===== src/rtl/pcs_status_defines.svh =====
// Functional notes
// - Status bits 15 to 9 always read zero: no 100 Mb/s or 10 Mb/s abilities.
// - Status bit 8 always reads one: extended status register 15 exists.
// - Status bit 7 always reads one (unidirectional ability); writes to it ignored.
// - With auto-negotiation, bit 5 reads one once negotiation has finished.
// - With auto-negotiation, bit 4 sets on remote fault, clears on read; else zero.
// - With auto-negotiation, bit 3 always reads one: device can auto-negotiate.
// - Bit 2 latches zero when link drops, holds until read, then reloads the present link state.
// - Link bit is one only with sync, transceiver reset done and, if negotiation is enabled, negotiation done.
// - Link bit is zero on sync failure, incomplete negotiation while enabled, or sync loss since read.
// - On sync loss, link drops only after sync stays lost for one full link timer period.
`ifndef PCS_STATUS_DEFINES_SVH
`define PCS_STATUS_DEFINES_SVH

// register index of the status register on the management interface
`define STATUS_REG_INDEX     5'h01

// field positions inside the status word
`define STAT_EXT_STATUS_BIT  8
`define STAT_UNIDIR_BIT      7
`define STAT_PREAMBLE_BIT    6
`define STAT_AN_DONE_BIT     5
`define STAT_FAULT_BIT       4
`define STAT_AN_ABLE_BIT     3
`define STAT_LINK_BIT        2

// base value of the status word before the fixed and tracked bits are set
`define STAT_RESET_WORD      16'h0000

// management frame codes
`define MGMT_OP_READ         2'h2
`define MGMT_OP_WRITE        2'h1

// last bit index of the address and data fields in a management frame
`define MGMT_ADDR_LAST       5'h09
`define MGMT_DATA_LAST       5'h0F

// timing: core clock period and link timer length
`define CLK_PERIOD_NS        50
`define LINK_TIMER_US        10000
`define LINK_TIMER_CYCLES    ((`LINK_TIMER_US * 1000 + `CLK_PERIOD_NS - 1) / `CLK_PERIOD_NS)

`endif


===== src/rtl/pcs_status_pkg.sv =====
package pcs_status_pkg;

  // management frame receiver states
  typedef enum logic [2:0] {
    MGMT_IDLE   = 3'b000,
    MGMT_START  = 3'b001,
    MGMT_OPCODE = 3'b010,
    MGMT_ADDR   = 3'b011,
    MGMT_TURN   = 3'b100,
    MGMT_DATA   = 3'b101
  } mgmt_state_type;

  // state of the frame receiver and pin driver
  typedef struct packed {
    logic           mdc_meta;
    logic           mdc_sync;
    logic           mdc_prev;
    logic           mdio_meta;
    logic           mdio_sync;
    mgmt_state_type state;
    logic [4:0]     cnt;
    logic           op_high;
    logic           op_read;
    logic [9:0]     addr;
    logic           go_read;
    logic [15:0]    tx_shift;
    logic           pin_out;
    logic           pin_oe;
    logic           rd_pulse;
  } frame_state_type;

  // state of the link and fault tracking
  typedef struct packed {
    logic [31:0] loss_timer;
    logic        sync_held;
    logic        link_latched;
    logic        fault_latched;
  } monitor_state_type;

endpackage


===== src/rtl/status_link_if.sv =====
`timescale 1ns/1ps
interface status_link_if;
  logic rd_pulse;      // one-cycle pulse when the status word is captured
  logic link_bit;      // latched-low link status
  logic fault_bit;     // sticky remote fault
  logic an_done_bit;   // negotiation finished

  modport reg_side (
    output rd_pulse,
    input  link_bit,
    input  fault_bit,
    input  an_done_bit
  );

  modport mon_side (
    input  rd_pulse,
    output link_bit,
    output fault_bit,
    output an_done_bit
  );
endinterface // status_link_if


===== src/rtl/link_status_monitor.sv =====
`timescale 1ns/1ps
`include "pcs_status_defines.svh"
module link_status_monitor
  import pcs_status_pkg::*;
#(
  parameter bit HAS_AUTONEG       = 1'b1,
  parameter int LINK_TIMER_CYCLES = `LINK_TIMER_CYCLES
) (
  // clock and reset
  input  wire logic  clk,
  input  wire logic  rst_n,
  // core status, same clock domain
  input  wire logic  sync_ok,
  input  wire logic  an_enable,
  input  wire logic  an_complete,
  input  wire logic  fault_event,
  input  wire logic  xcvr_done,
  // register side
  status_link_if.mon_side st
);

  monitor_state_type cur;
  monitor_state_type next_cur;
  logic              link_now;

  ////////////////////////////////////////////////////////////////////////////
  // present link condition
  always_comb begin
    link_now = cur.sync_held && (!an_enable || an_complete) && xcvr_done;
  end

  ////////////////////////////////////////////////////////////////////////////
  // next state: loss timer, latched link, sticky fault
  always_comb begin
    next_cur = cur;
    // sync loss is filtered so a short glitch cannot take the link down
    if (sync_ok) begin
      next_cur.loss_timer = 32'h0000_0000;
      next_cur.sync_held  = 1'b1;
    end else if (cur.sync_held) begin
      next_cur.loss_timer = cur.loss_timer + 32'h0000_0001;
      if (cur.loss_timer >= 32'(LINK_TIMER_CYCLES - 1)) begin
        next_cur.sync_held = 1'b0;
      end
    end
    // a read reloads the present state, otherwise the bit only falls
    if (st.rd_pulse) begin
      next_cur.link_latched = link_now;
    end else if (!link_now) begin
      next_cur.link_latched = 1'b0;
    end
    // a fault arriving in the read cycle survives the clear
    if (!HAS_AUTONEG) begin
      next_cur.fault_latched = 1'b0;
    end else if (fault_event) begin
      next_cur.fault_latched = 1'b1;
    end else if (st.rd_pulse) begin
      next_cur.fault_latched = 1'b0;
    end
  end

  ////////////////////////////////////////////////////////////////////////////
  // state register
  always_ff @(posedge clk or negedge rst_n) begin
    if (!rst_n) begin
      cur <= '0;
    end else begin
      cur <= next_cur;
    end
  end

  ////////////////////////////////////////////////////////////////////////////
  // outputs toward the register side
  assign st.link_bit    = cur.link_latched;
  assign st.fault_bit   = cur.fault_latched;
  assign st.an_done_bit = HAS_AUTONEG && an_complete;

endmodule // link_status_monitor


===== src/rtl/pcs_status_register.sv =====
`timescale 1ns/1ps
`include "pcs_status_defines.svh"
module pcs_status_register
  import pcs_status_pkg::*;
#(
  parameter bit HAS_AUTONEG       = 1'b1,
  parameter int LINK_TIMER_CYCLES = `LINK_TIMER_CYCLES
) (
  // clock and reset
  input  wire logic       MCLK,
  input  wire logic       RSTN,
  // management interface pins
  input  wire logic       MDC,
  input  wire logic       MDIO_IN,
  output logic            MDIO_OUT,
  output logic            MDIO_OE,
  // device address on the management bus
  input  wire logic [4:0] PHY_ADDR,
  // core status inputs
  input  wire logic       SYNC_OK,
  input  wire logic       AN_ENABLE,
  input  wire logic       AN_COMPLETE,
  input  wire logic       REMOTE_FAULT_EVENT,
  input  wire logic       XCVR_RESET_DONE
);

  frame_state_type cur;
  frame_state_type next_cur;
  logic            mdc_rise;
  logic            bit_in;
  status_link_if   st ();

  ////////////////////////////////////////////////////////////////////////////
  // assemble the status word from constants and tracked state
  function automatic logic [15:0] status_word(input logic link, input logic fault, input logic an_done);
    logic [15:0] w;
    w = `STAT_RESET_WORD;
    w[`STAT_EXT_STATUS_BIT] = 1'b1;
    w[`STAT_UNIDIR_BIT]     = 1'b1;
    w[`STAT_PREAMBLE_BIT]   = 1'b1;
    w[`STAT_AN_DONE_BIT]    = an_done;
    w[`STAT_FAULT_BIT]      = fault;
    w[`STAT_AN_ABLE_BIT]    = HAS_AUTONEG;
    w[`STAT_LINK_BIT]       = link;
    return w;
  endfunction

  ////////////////////////////////////////////////////////////////////////////
  // link and fault tracking
  link_status_monitor #(
    .HAS_AUTONEG       (HAS_AUTONEG),
    .LINK_TIMER_CYCLES (LINK_TIMER_CYCLES)
  ) u_monitor (
    .clk         (MCLK),
    .rst_n       (RSTN),
    .sync_ok     (SYNC_OK),
    .an_enable   (AN_ENABLE),
    .an_complete (AN_COMPLETE),
    .fault_event (REMOTE_FAULT_EVENT),
    .xcvr_done   (XCVR_RESET_DONE),
    .st          (st.mon_side)
  );

  ////////////////////////////////////////////////////////////////////////////
  // edge and data from the synchronised pins; the first stage feeds only the second
  assign mdc_rise = cur.mdc_sync && !cur.mdc_prev;
  assign bit_in   = cur.mdio_sync;

  ////////////////////////////////////////////////////////////////////////////
  // frame receiver: every step happens on a sampled rising edge of the bus clock
  always_comb begin
    next_cur           = cur;
    next_cur.mdc_meta  = MDC;
    next_cur.mdc_sync  = cur.mdc_meta;
    next_cur.mdc_prev  = cur.mdc_sync;
    next_cur.mdio_meta = MDIO_IN;
    next_cur.mdio_sync = cur.mdio_meta;
    next_cur.rd_pulse  = 1'b0;
    if (mdc_rise) begin
      unique case (cur.state)
        // idle line is high; a low bit opens a frame, preamble or not
        MGMT_IDLE: begin
          if (!bit_in) begin
            next_cur.state = MGMT_START;
          end
        end
        MGMT_START: begin
          next_cur.cnt   = 5'h00;
          next_cur.state = bit_in ? MGMT_OPCODE : MGMT_IDLE;
        end
        MGMT_OPCODE: begin
          if (cur.cnt == 5'h00) begin
            next_cur.op_high = bit_in;
            next_cur.cnt     = 5'h01;
          end else begin
            next_cur.op_read = ({cur.op_high, bit_in} == `MGMT_OP_READ);
            next_cur.cnt     = 5'h00;
            if ({cur.op_high, bit_in} == `MGMT_OP_READ || {cur.op_high, bit_in} == `MGMT_OP_WRITE) begin
              next_cur.state = MGMT_ADDR;
            end else begin
              next_cur.state = MGMT_IDLE;
            end
          end
        end
        // device address then register index, most significant bit first
        MGMT_ADDR: begin
          next_cur.addr = {cur.addr[8:0], bit_in};
          next_cur.cnt  = cur.cnt + 5'h01;
          if (cur.cnt == `MGMT_ADDR_LAST) begin
            next_cur.cnt     = 5'h00;
            next_cur.state   = MGMT_TURN;
            next_cur.go_read = cur.op_read && (cur.addr[8:4] == PHY_ADDR)
                               && ({cur.addr[3:0], bit_in} == `STATUS_REG_INDEX);
          end
        end
        // turnaround: drive zero in its second half, capture the word once
        MGMT_TURN: begin
          if (cur.cnt == 5'h00) begin
            next_cur.cnt = 5'h01;
            if (cur.go_read) begin
              next_cur.pin_oe   = 1'b1;
              next_cur.pin_out  = 1'b0;
              next_cur.rd_pulse = 1'b1;
              next_cur.tx_shift = status_word(st.link_bit, st.fault_bit, st.an_done_bit);
            end
          end else begin
            next_cur.cnt   = 5'h00;
            next_cur.state = MGMT_DATA;
            if (cur.go_read) begin
              next_cur.pin_out  = cur.tx_shift[15];
              next_cur.tx_shift = {cur.tx_shift[14:0], 1'b0};
            end
          end
        end
        // sixteen data bits: shifted out on a read, swallowed on a write
        MGMT_DATA: begin
          next_cur.cnt = cur.cnt + 5'h01;
          if (cur.cnt == `MGMT_DATA_LAST) begin
            next_cur.pin_oe  = 1'b0;
            next_cur.pin_out = 1'b0;
            next_cur.state   = MGMT_IDLE;
          end else if (cur.go_read) begin
            next_cur.pin_out  = cur.tx_shift[15];
            next_cur.tx_shift = {cur.tx_shift[14:0], 1'b0};
          end
          // write data is never stored, so a write alters no bit
        end
        default: begin
          next_cur.state  = MGMT_IDLE;
          next_cur.pin_oe = 1'b0;
        end
      endcase
    end
  end

  ////////////////////////////////////////////////////////////////////////////
  // state register
  always_ff @(posedge MCLK or negedge RSTN) begin
    if (!RSTN) begin
      cur <= '0;
    end else begin
      cur <= next_cur;
    end
  end

  ////////////////////////////////////////////////////////////////////////////
  // outputs
  assign st.rd_pulse = cur.rd_pulse;
  assign MDIO_OUT    = cur.pin_out;
  assign MDIO_OE     = cur.pin_oe;

endmodule // pcs_status_register


===== config.mk =====
export PLATFORM = sky130hd
export DESIGN_NAME = pcs_status_register
export DESIGN_NICKNAME = d
export VERILOG_FILES = /design/src/rtl/pcs_status_pkg.sv /design/src/rtl/status_link_if.sv /design/src/rtl/link_status_monitor.sv /design/src/rtl/pcs_status_register.sv
export VERILOG_INCLUDE_DIRS = /design/src /design/src/rtl
export SDC_FILE = /design/constraint.sdc
export NUM_CORES = 1
export LEC_CHECK = 0
export ABC_CLOCK_PERIOD_IN_PS = 2600
export BUFFER_PORTS_ARGS = -buffer_cell sky130_fd_sc_hd__buf_2
export CORE_ASPECT_RATIO = 1.75
export CORE_UTILIZATION = 55
export DETAILED_ROUTE_END_ITERATION = 16
export PLACE_DENSITY_LB_ADDON = 0.15
export SLEW_MARGIN = 30
export SYNTH_ARGS = -nofsm -noshare
export SYNTH_HDL_FRONTEND = slang
export SYNTH_HIERARCHICAL = 1
export SYNTH_SLANG_ARGS = --single-unit
export TNS_END_PERCENT = 10

===== constraint.sdc =====
create_clock -name MCLK -period 2.6 [get_ports MCLK]
set_input_delay 0.26 -clock MCLK [delete_from_list [all_inputs] [get_ports MCLK]]
set_output_delay 0.26 -clock MCLK [all_outputs]
set_load 0.02 [all_outputs]

==> results.md <==
Run status:
- The run finished with clean final reports.

Synth:
- For this run, the leading register cell type out of synthesis is sky130_fd_sc_hd__dfrtp_1.
- The number of enable-type register cells in the synthesized netlist is 0.
- Summing every instance area after synthesis gives 4040 µm².
- For this run, the number of Yosys warnings is 6.
- The async set-reset flop share out of synthesis is 100%.
- Synthesis produced a netlist with a net count of 407.
- The post-synthesis cell type count is 59.
- The mean area per synthesized cell is 10.4 µm².
- Summing the sequential cell areas from Yosys gives 49.0% of the chip area.
- The cell count after synthesis came out at 387.
- Of the post-synthesis cell area, the dominant cell type holds 49.0%.
- In the post-synthesis netlist, the biggest area contributors are sky130_fd_sc_hd__dfrtp_1 (49%), sky130_fd_sc_hd__mux2_2 (6.4%), sky130_fd_sc_hd__nor2_1 (3.7%).
- The library cell occupying the most area in the post-synthesis netlist is sky130_fd_sc_hd__dfrtp_1.
- The flip-flop and latch count after synthesis is 79.

Final layout:
- Counting the fill cells in the layout gives 572.
- The antenna cell count is 0.
- In the final design database the tool counted 426 nets.
- The layout cell share with drive strength beyond 1 is 19.3%.
- The multi-input combinational cells in the finished layout cover a total of 1920 µm².
- For this run, the number of standard cells in the final layout without fillers is 496.
- Cells fill 64.0% of the core in the end.
- The leading cell type in the layout, fill and taps excluded is sky130_fd_sc_hd__dfrtp_1.
- The library cells used most frequently in the layout, excluding fill and tap cells, are sky130_fd_sc_hd__dfrtp_1 (79), sky130_fd_sc_hd__nor2_1 (40), sky130_fd_sc_hd__mux2_2 (23).
- The layout overhead on the synthesized area is 13.1%.
- The combined flip-flop and latch cell area is 1980 µm².
- After routing the design area is 4560 µm².

Placement:
- The pre-CTS worst setup slack is 0.555 ns.
- At the end of routability-driven placement, the weighted congestion stood at 0.820.
- In this run the cell area measured after placement is 4210 µm².
- Detailed placement ended at an HPWL of 5700 µm.
- The number of cells after detailed placement is 480.
- Input and output buffers added on the ports amount to 15.

Setup path:
- The most critical setup path has its endpoint at u_monitor/cur[31].
- The count of cells along the worst register-to-register path is 5.
- The signal arrival time at the worst endpoint is 2.32 ns.
- The register-to-register setup slack is 0.50 ns.
- The worst setup path is launched from a flip-flop.
- STA classifies the critical path endpoint as a flip-flop.
- In this run the worst path has a maximum fanout of 8.
- The critical path required time is 2.82 ns.
- The worst setup path is of the reg2reg kind.
- The endpoint of the worst-slack reg-to-reg timing path is u_monitor/cur[31].
- The startpoint identified for the worst register-to-register timing path is u_monitor/cur[3].
- The source of the critical timing path is u_monitor/cur[3].

Drt:
- The wire length after detailed routing is 8130 µm.
- The total iterations of the first detailed-routing run is 4.
- The via count is 2939.
- In the final routed layout, each cell accounts on average for 16.4 µm.
- For this run, design rule violations remaining after detail routing come to 0.
- The detailed router finished its first iteration with 275 violations.
- In the routed layout, each cell is associated on average with a via count of 5.93.
- The remaining antenna violation count after routing is 0.

Timing:
- Hold timing on the final database bottoms out at a slack of 0.0385 ns.
- Dividing the final minimum period by the clock period gives 80.9%.
- The relative slew slack is 44.8%.
- The number of pins exceeding their max-slew limit in the final report was 0.
- For the final database, setup skew stands at 0.00492 ns.
- The number of failing hold endpoints at the final stage is 0.
- In the post-route analysis, the smallest setup slack over all paths is 0.496 ns.
- Setup repair after global routing left no endpoint under its margin.
- After routing, the total negative slack on setup checks comes to 0 ns.
- The actual transition at the worst max-transition pin is 0.828 ns.
- Setup violations remaining at the end of the flow were counted as 0.
- Based on the critical path, the design can be clocked at up to 0.475 GHz.
- The minimum clock period is 2.10 ns.

Die:
- The width of the chip is 66.8 µm.
- The initial standard-cell utilization of the core is 56.6%.
- The standard cell core area is 7130 µm².
- In this run the count of I/O pins placed on the die edge is 16.
- The die height is 115 µm.
- The standard-cell row count is 41.
- The full die area is 7700 µm².

CTS:
- The number of setup buffers added after CTS is 0.
- Counting along the longest clock path gives a buffer depth of 2.
- Buffers inserted during clock tree synthesis total 9.
- The number of sinks handled by clock tree synthesis is 79.
- CTS built an H-tree with a depth of 3.
- The latest clock arrival within the worst-skew pair is 0.33 ns.
- The buffer type at the clock tree root is sky130_fd_sc_hd__clkbuf_16.
- The TritonCTS clock tree is done.
- After clock tree synthesis, the clock-pin slew on the worst setup and hold paths is 0.06 ns.
- Gates resized during post-CTS repair numbered 0.
- The quantity of hold-fixing buffers added after cts is 1.

Pwr:
- For this design the static power due to leakage is 2.00 nW.
- The worst IR drop on VDD is 0.410 mV.
- After layout, the design draws a total of 3.50 mW.
- The power density relative to cell area is 767 nW/µm².

Global route:
- The total congestion overflow is 0.
- The total routing resource utilization after global routing is 23.7%.
- The number of global-route vias before repair came to 3008.
- The wire length of the first global-routing pass is 13500 µm.
- The largest net degree at the start of global routing is 49.
- The number of antenna violations at the first check in global routing came to 0.

Flow run:
- Across the run, the number of max-cap violations was 0.

Worst hold path:
- The path category of the worst min-delay check is in2reg.
[layer usage]
layer / global-route usage [%] / routed length [µm]
met4: 12.2 / 159
met1: 25.6 / 3280
met2: 42.2 / 4500
met5: 0 / 0
met3: 4.96 / 186
[area by class of cell]
| cell class | count | share of cell area [%] |
|---|---|---|
| well taps | 86 | 2.36 |
| clock inverters | 3 | 1.97 |
| multi-input cells | 277 | 42.0 |
| inverters | 15 | 1.23 |
| flip-flops and latches | 79 | 43.3 |
| repair buffers | 24 | 3.51 |
| clock buffers | 12 | 5.62 |
[state kept, by name, summed over array words and instances (netlist names)]
signal / flops
MDIO_OE: 1
MDIO_OUT: 1
bit_in: 1
cur: 40
st.rd_pulse: 1
u_monitor/cur: 33
u_monitor/st.fault_bit: 1
u_monitor/st.link_bit: 1
[power by group]
group	internal [mW]	total (mW)	switching (mW)
clock network	0.985	1.45	0.464
registers	1.36	1.50	0.140
logic	0.271	0.557	0.286
total	2.61	3.50	0.890
[kinds of logic (layout without fill, tap and decap cells)]
| group | count (synthesis) | in the layout | synth area share (%) |
|---|---|---|---|
| multiplexers | 30 | 30 | 8.34 |
| adder cells (fa/ha/maj) | 6 | 6 | 1.86 |
| XOR/XNOR | 18 | 18 | 3.91 |
| flip-flops | 79 | 79 | 49.0 |
| buffers and inverters | 31 | 54 | 3.50 |
| AO/OA/AOI/OAI | 60 | 60 | 10.6 |
| AND/OR/NAND/NOR | 163 | 163 | 22.8 |
[synthesized netlist by cell type (all sizes together) (2+ instances only)]
| cell type | instances |
|---|---|
| o311ai | 2 |
| nor2 | 44 |
| a21oi | 14 |
| dfrtp | 79 |
| nand3 | 19 |
| nor4 | 14 |
| xor2 | 6 |
| o211ai | 2 |
| nand2b | 6 |
| xnor2 | 12 |
| clkbuf | 8 |
| nand2 | 20 |
| o21ai | 12 |
| nor2b | 15 |
| nor3 | 14 |
| o22a | 4 |
| or4b | 2 |
| and4 | 6 |
| ha | 6 |
| nand4 | 4 |
| inv | 15 |
| mux2i | 4 |
| a211oi | 2 |
| buf | 8 |
| nand3b | 2 |
| a22o | 12 |
| mux2 | 26 |
| and3 | 5 |
| and2 | 2 |
| or2 | 2 |
| a21o | 3 |
| a31oi | 2 |
| or3 | 4 |
[how the worst min path moves through the flow]
stage / start / end / slack, ns / cells past startpoint
global placement: cur[41] / bit_in / 0.33 / 0
floorplan: RSTN / MDIO_OE / -0.04 / 0
global route: MDIO_IN / cur[41] / 0.03 / 1
detailed placement: RSTN / cur[32] / 0.30 / 1
finish: MDIO_IN / cur[41] / 0.04 / 1
CTS: MDIO_IN / cur[41] / 0.03 / 1
[critical path: stages (launching register included)]
cell and delay (ns):
sky130_fd_sc_hd__dfrtp_1 0.38, sky130_fd_sc_hd__ha_1 0.24, sky130_fd_sc_hd__and3_1 0.21, sky130_fd_sc_hd__nand3_1 0.27
sky130_fd_sc_hd__nor4_1 0.50, sky130_fd_sc_hd__mux2_2 0.38
No activity file was read; power rests on OpenSTA's default activity.
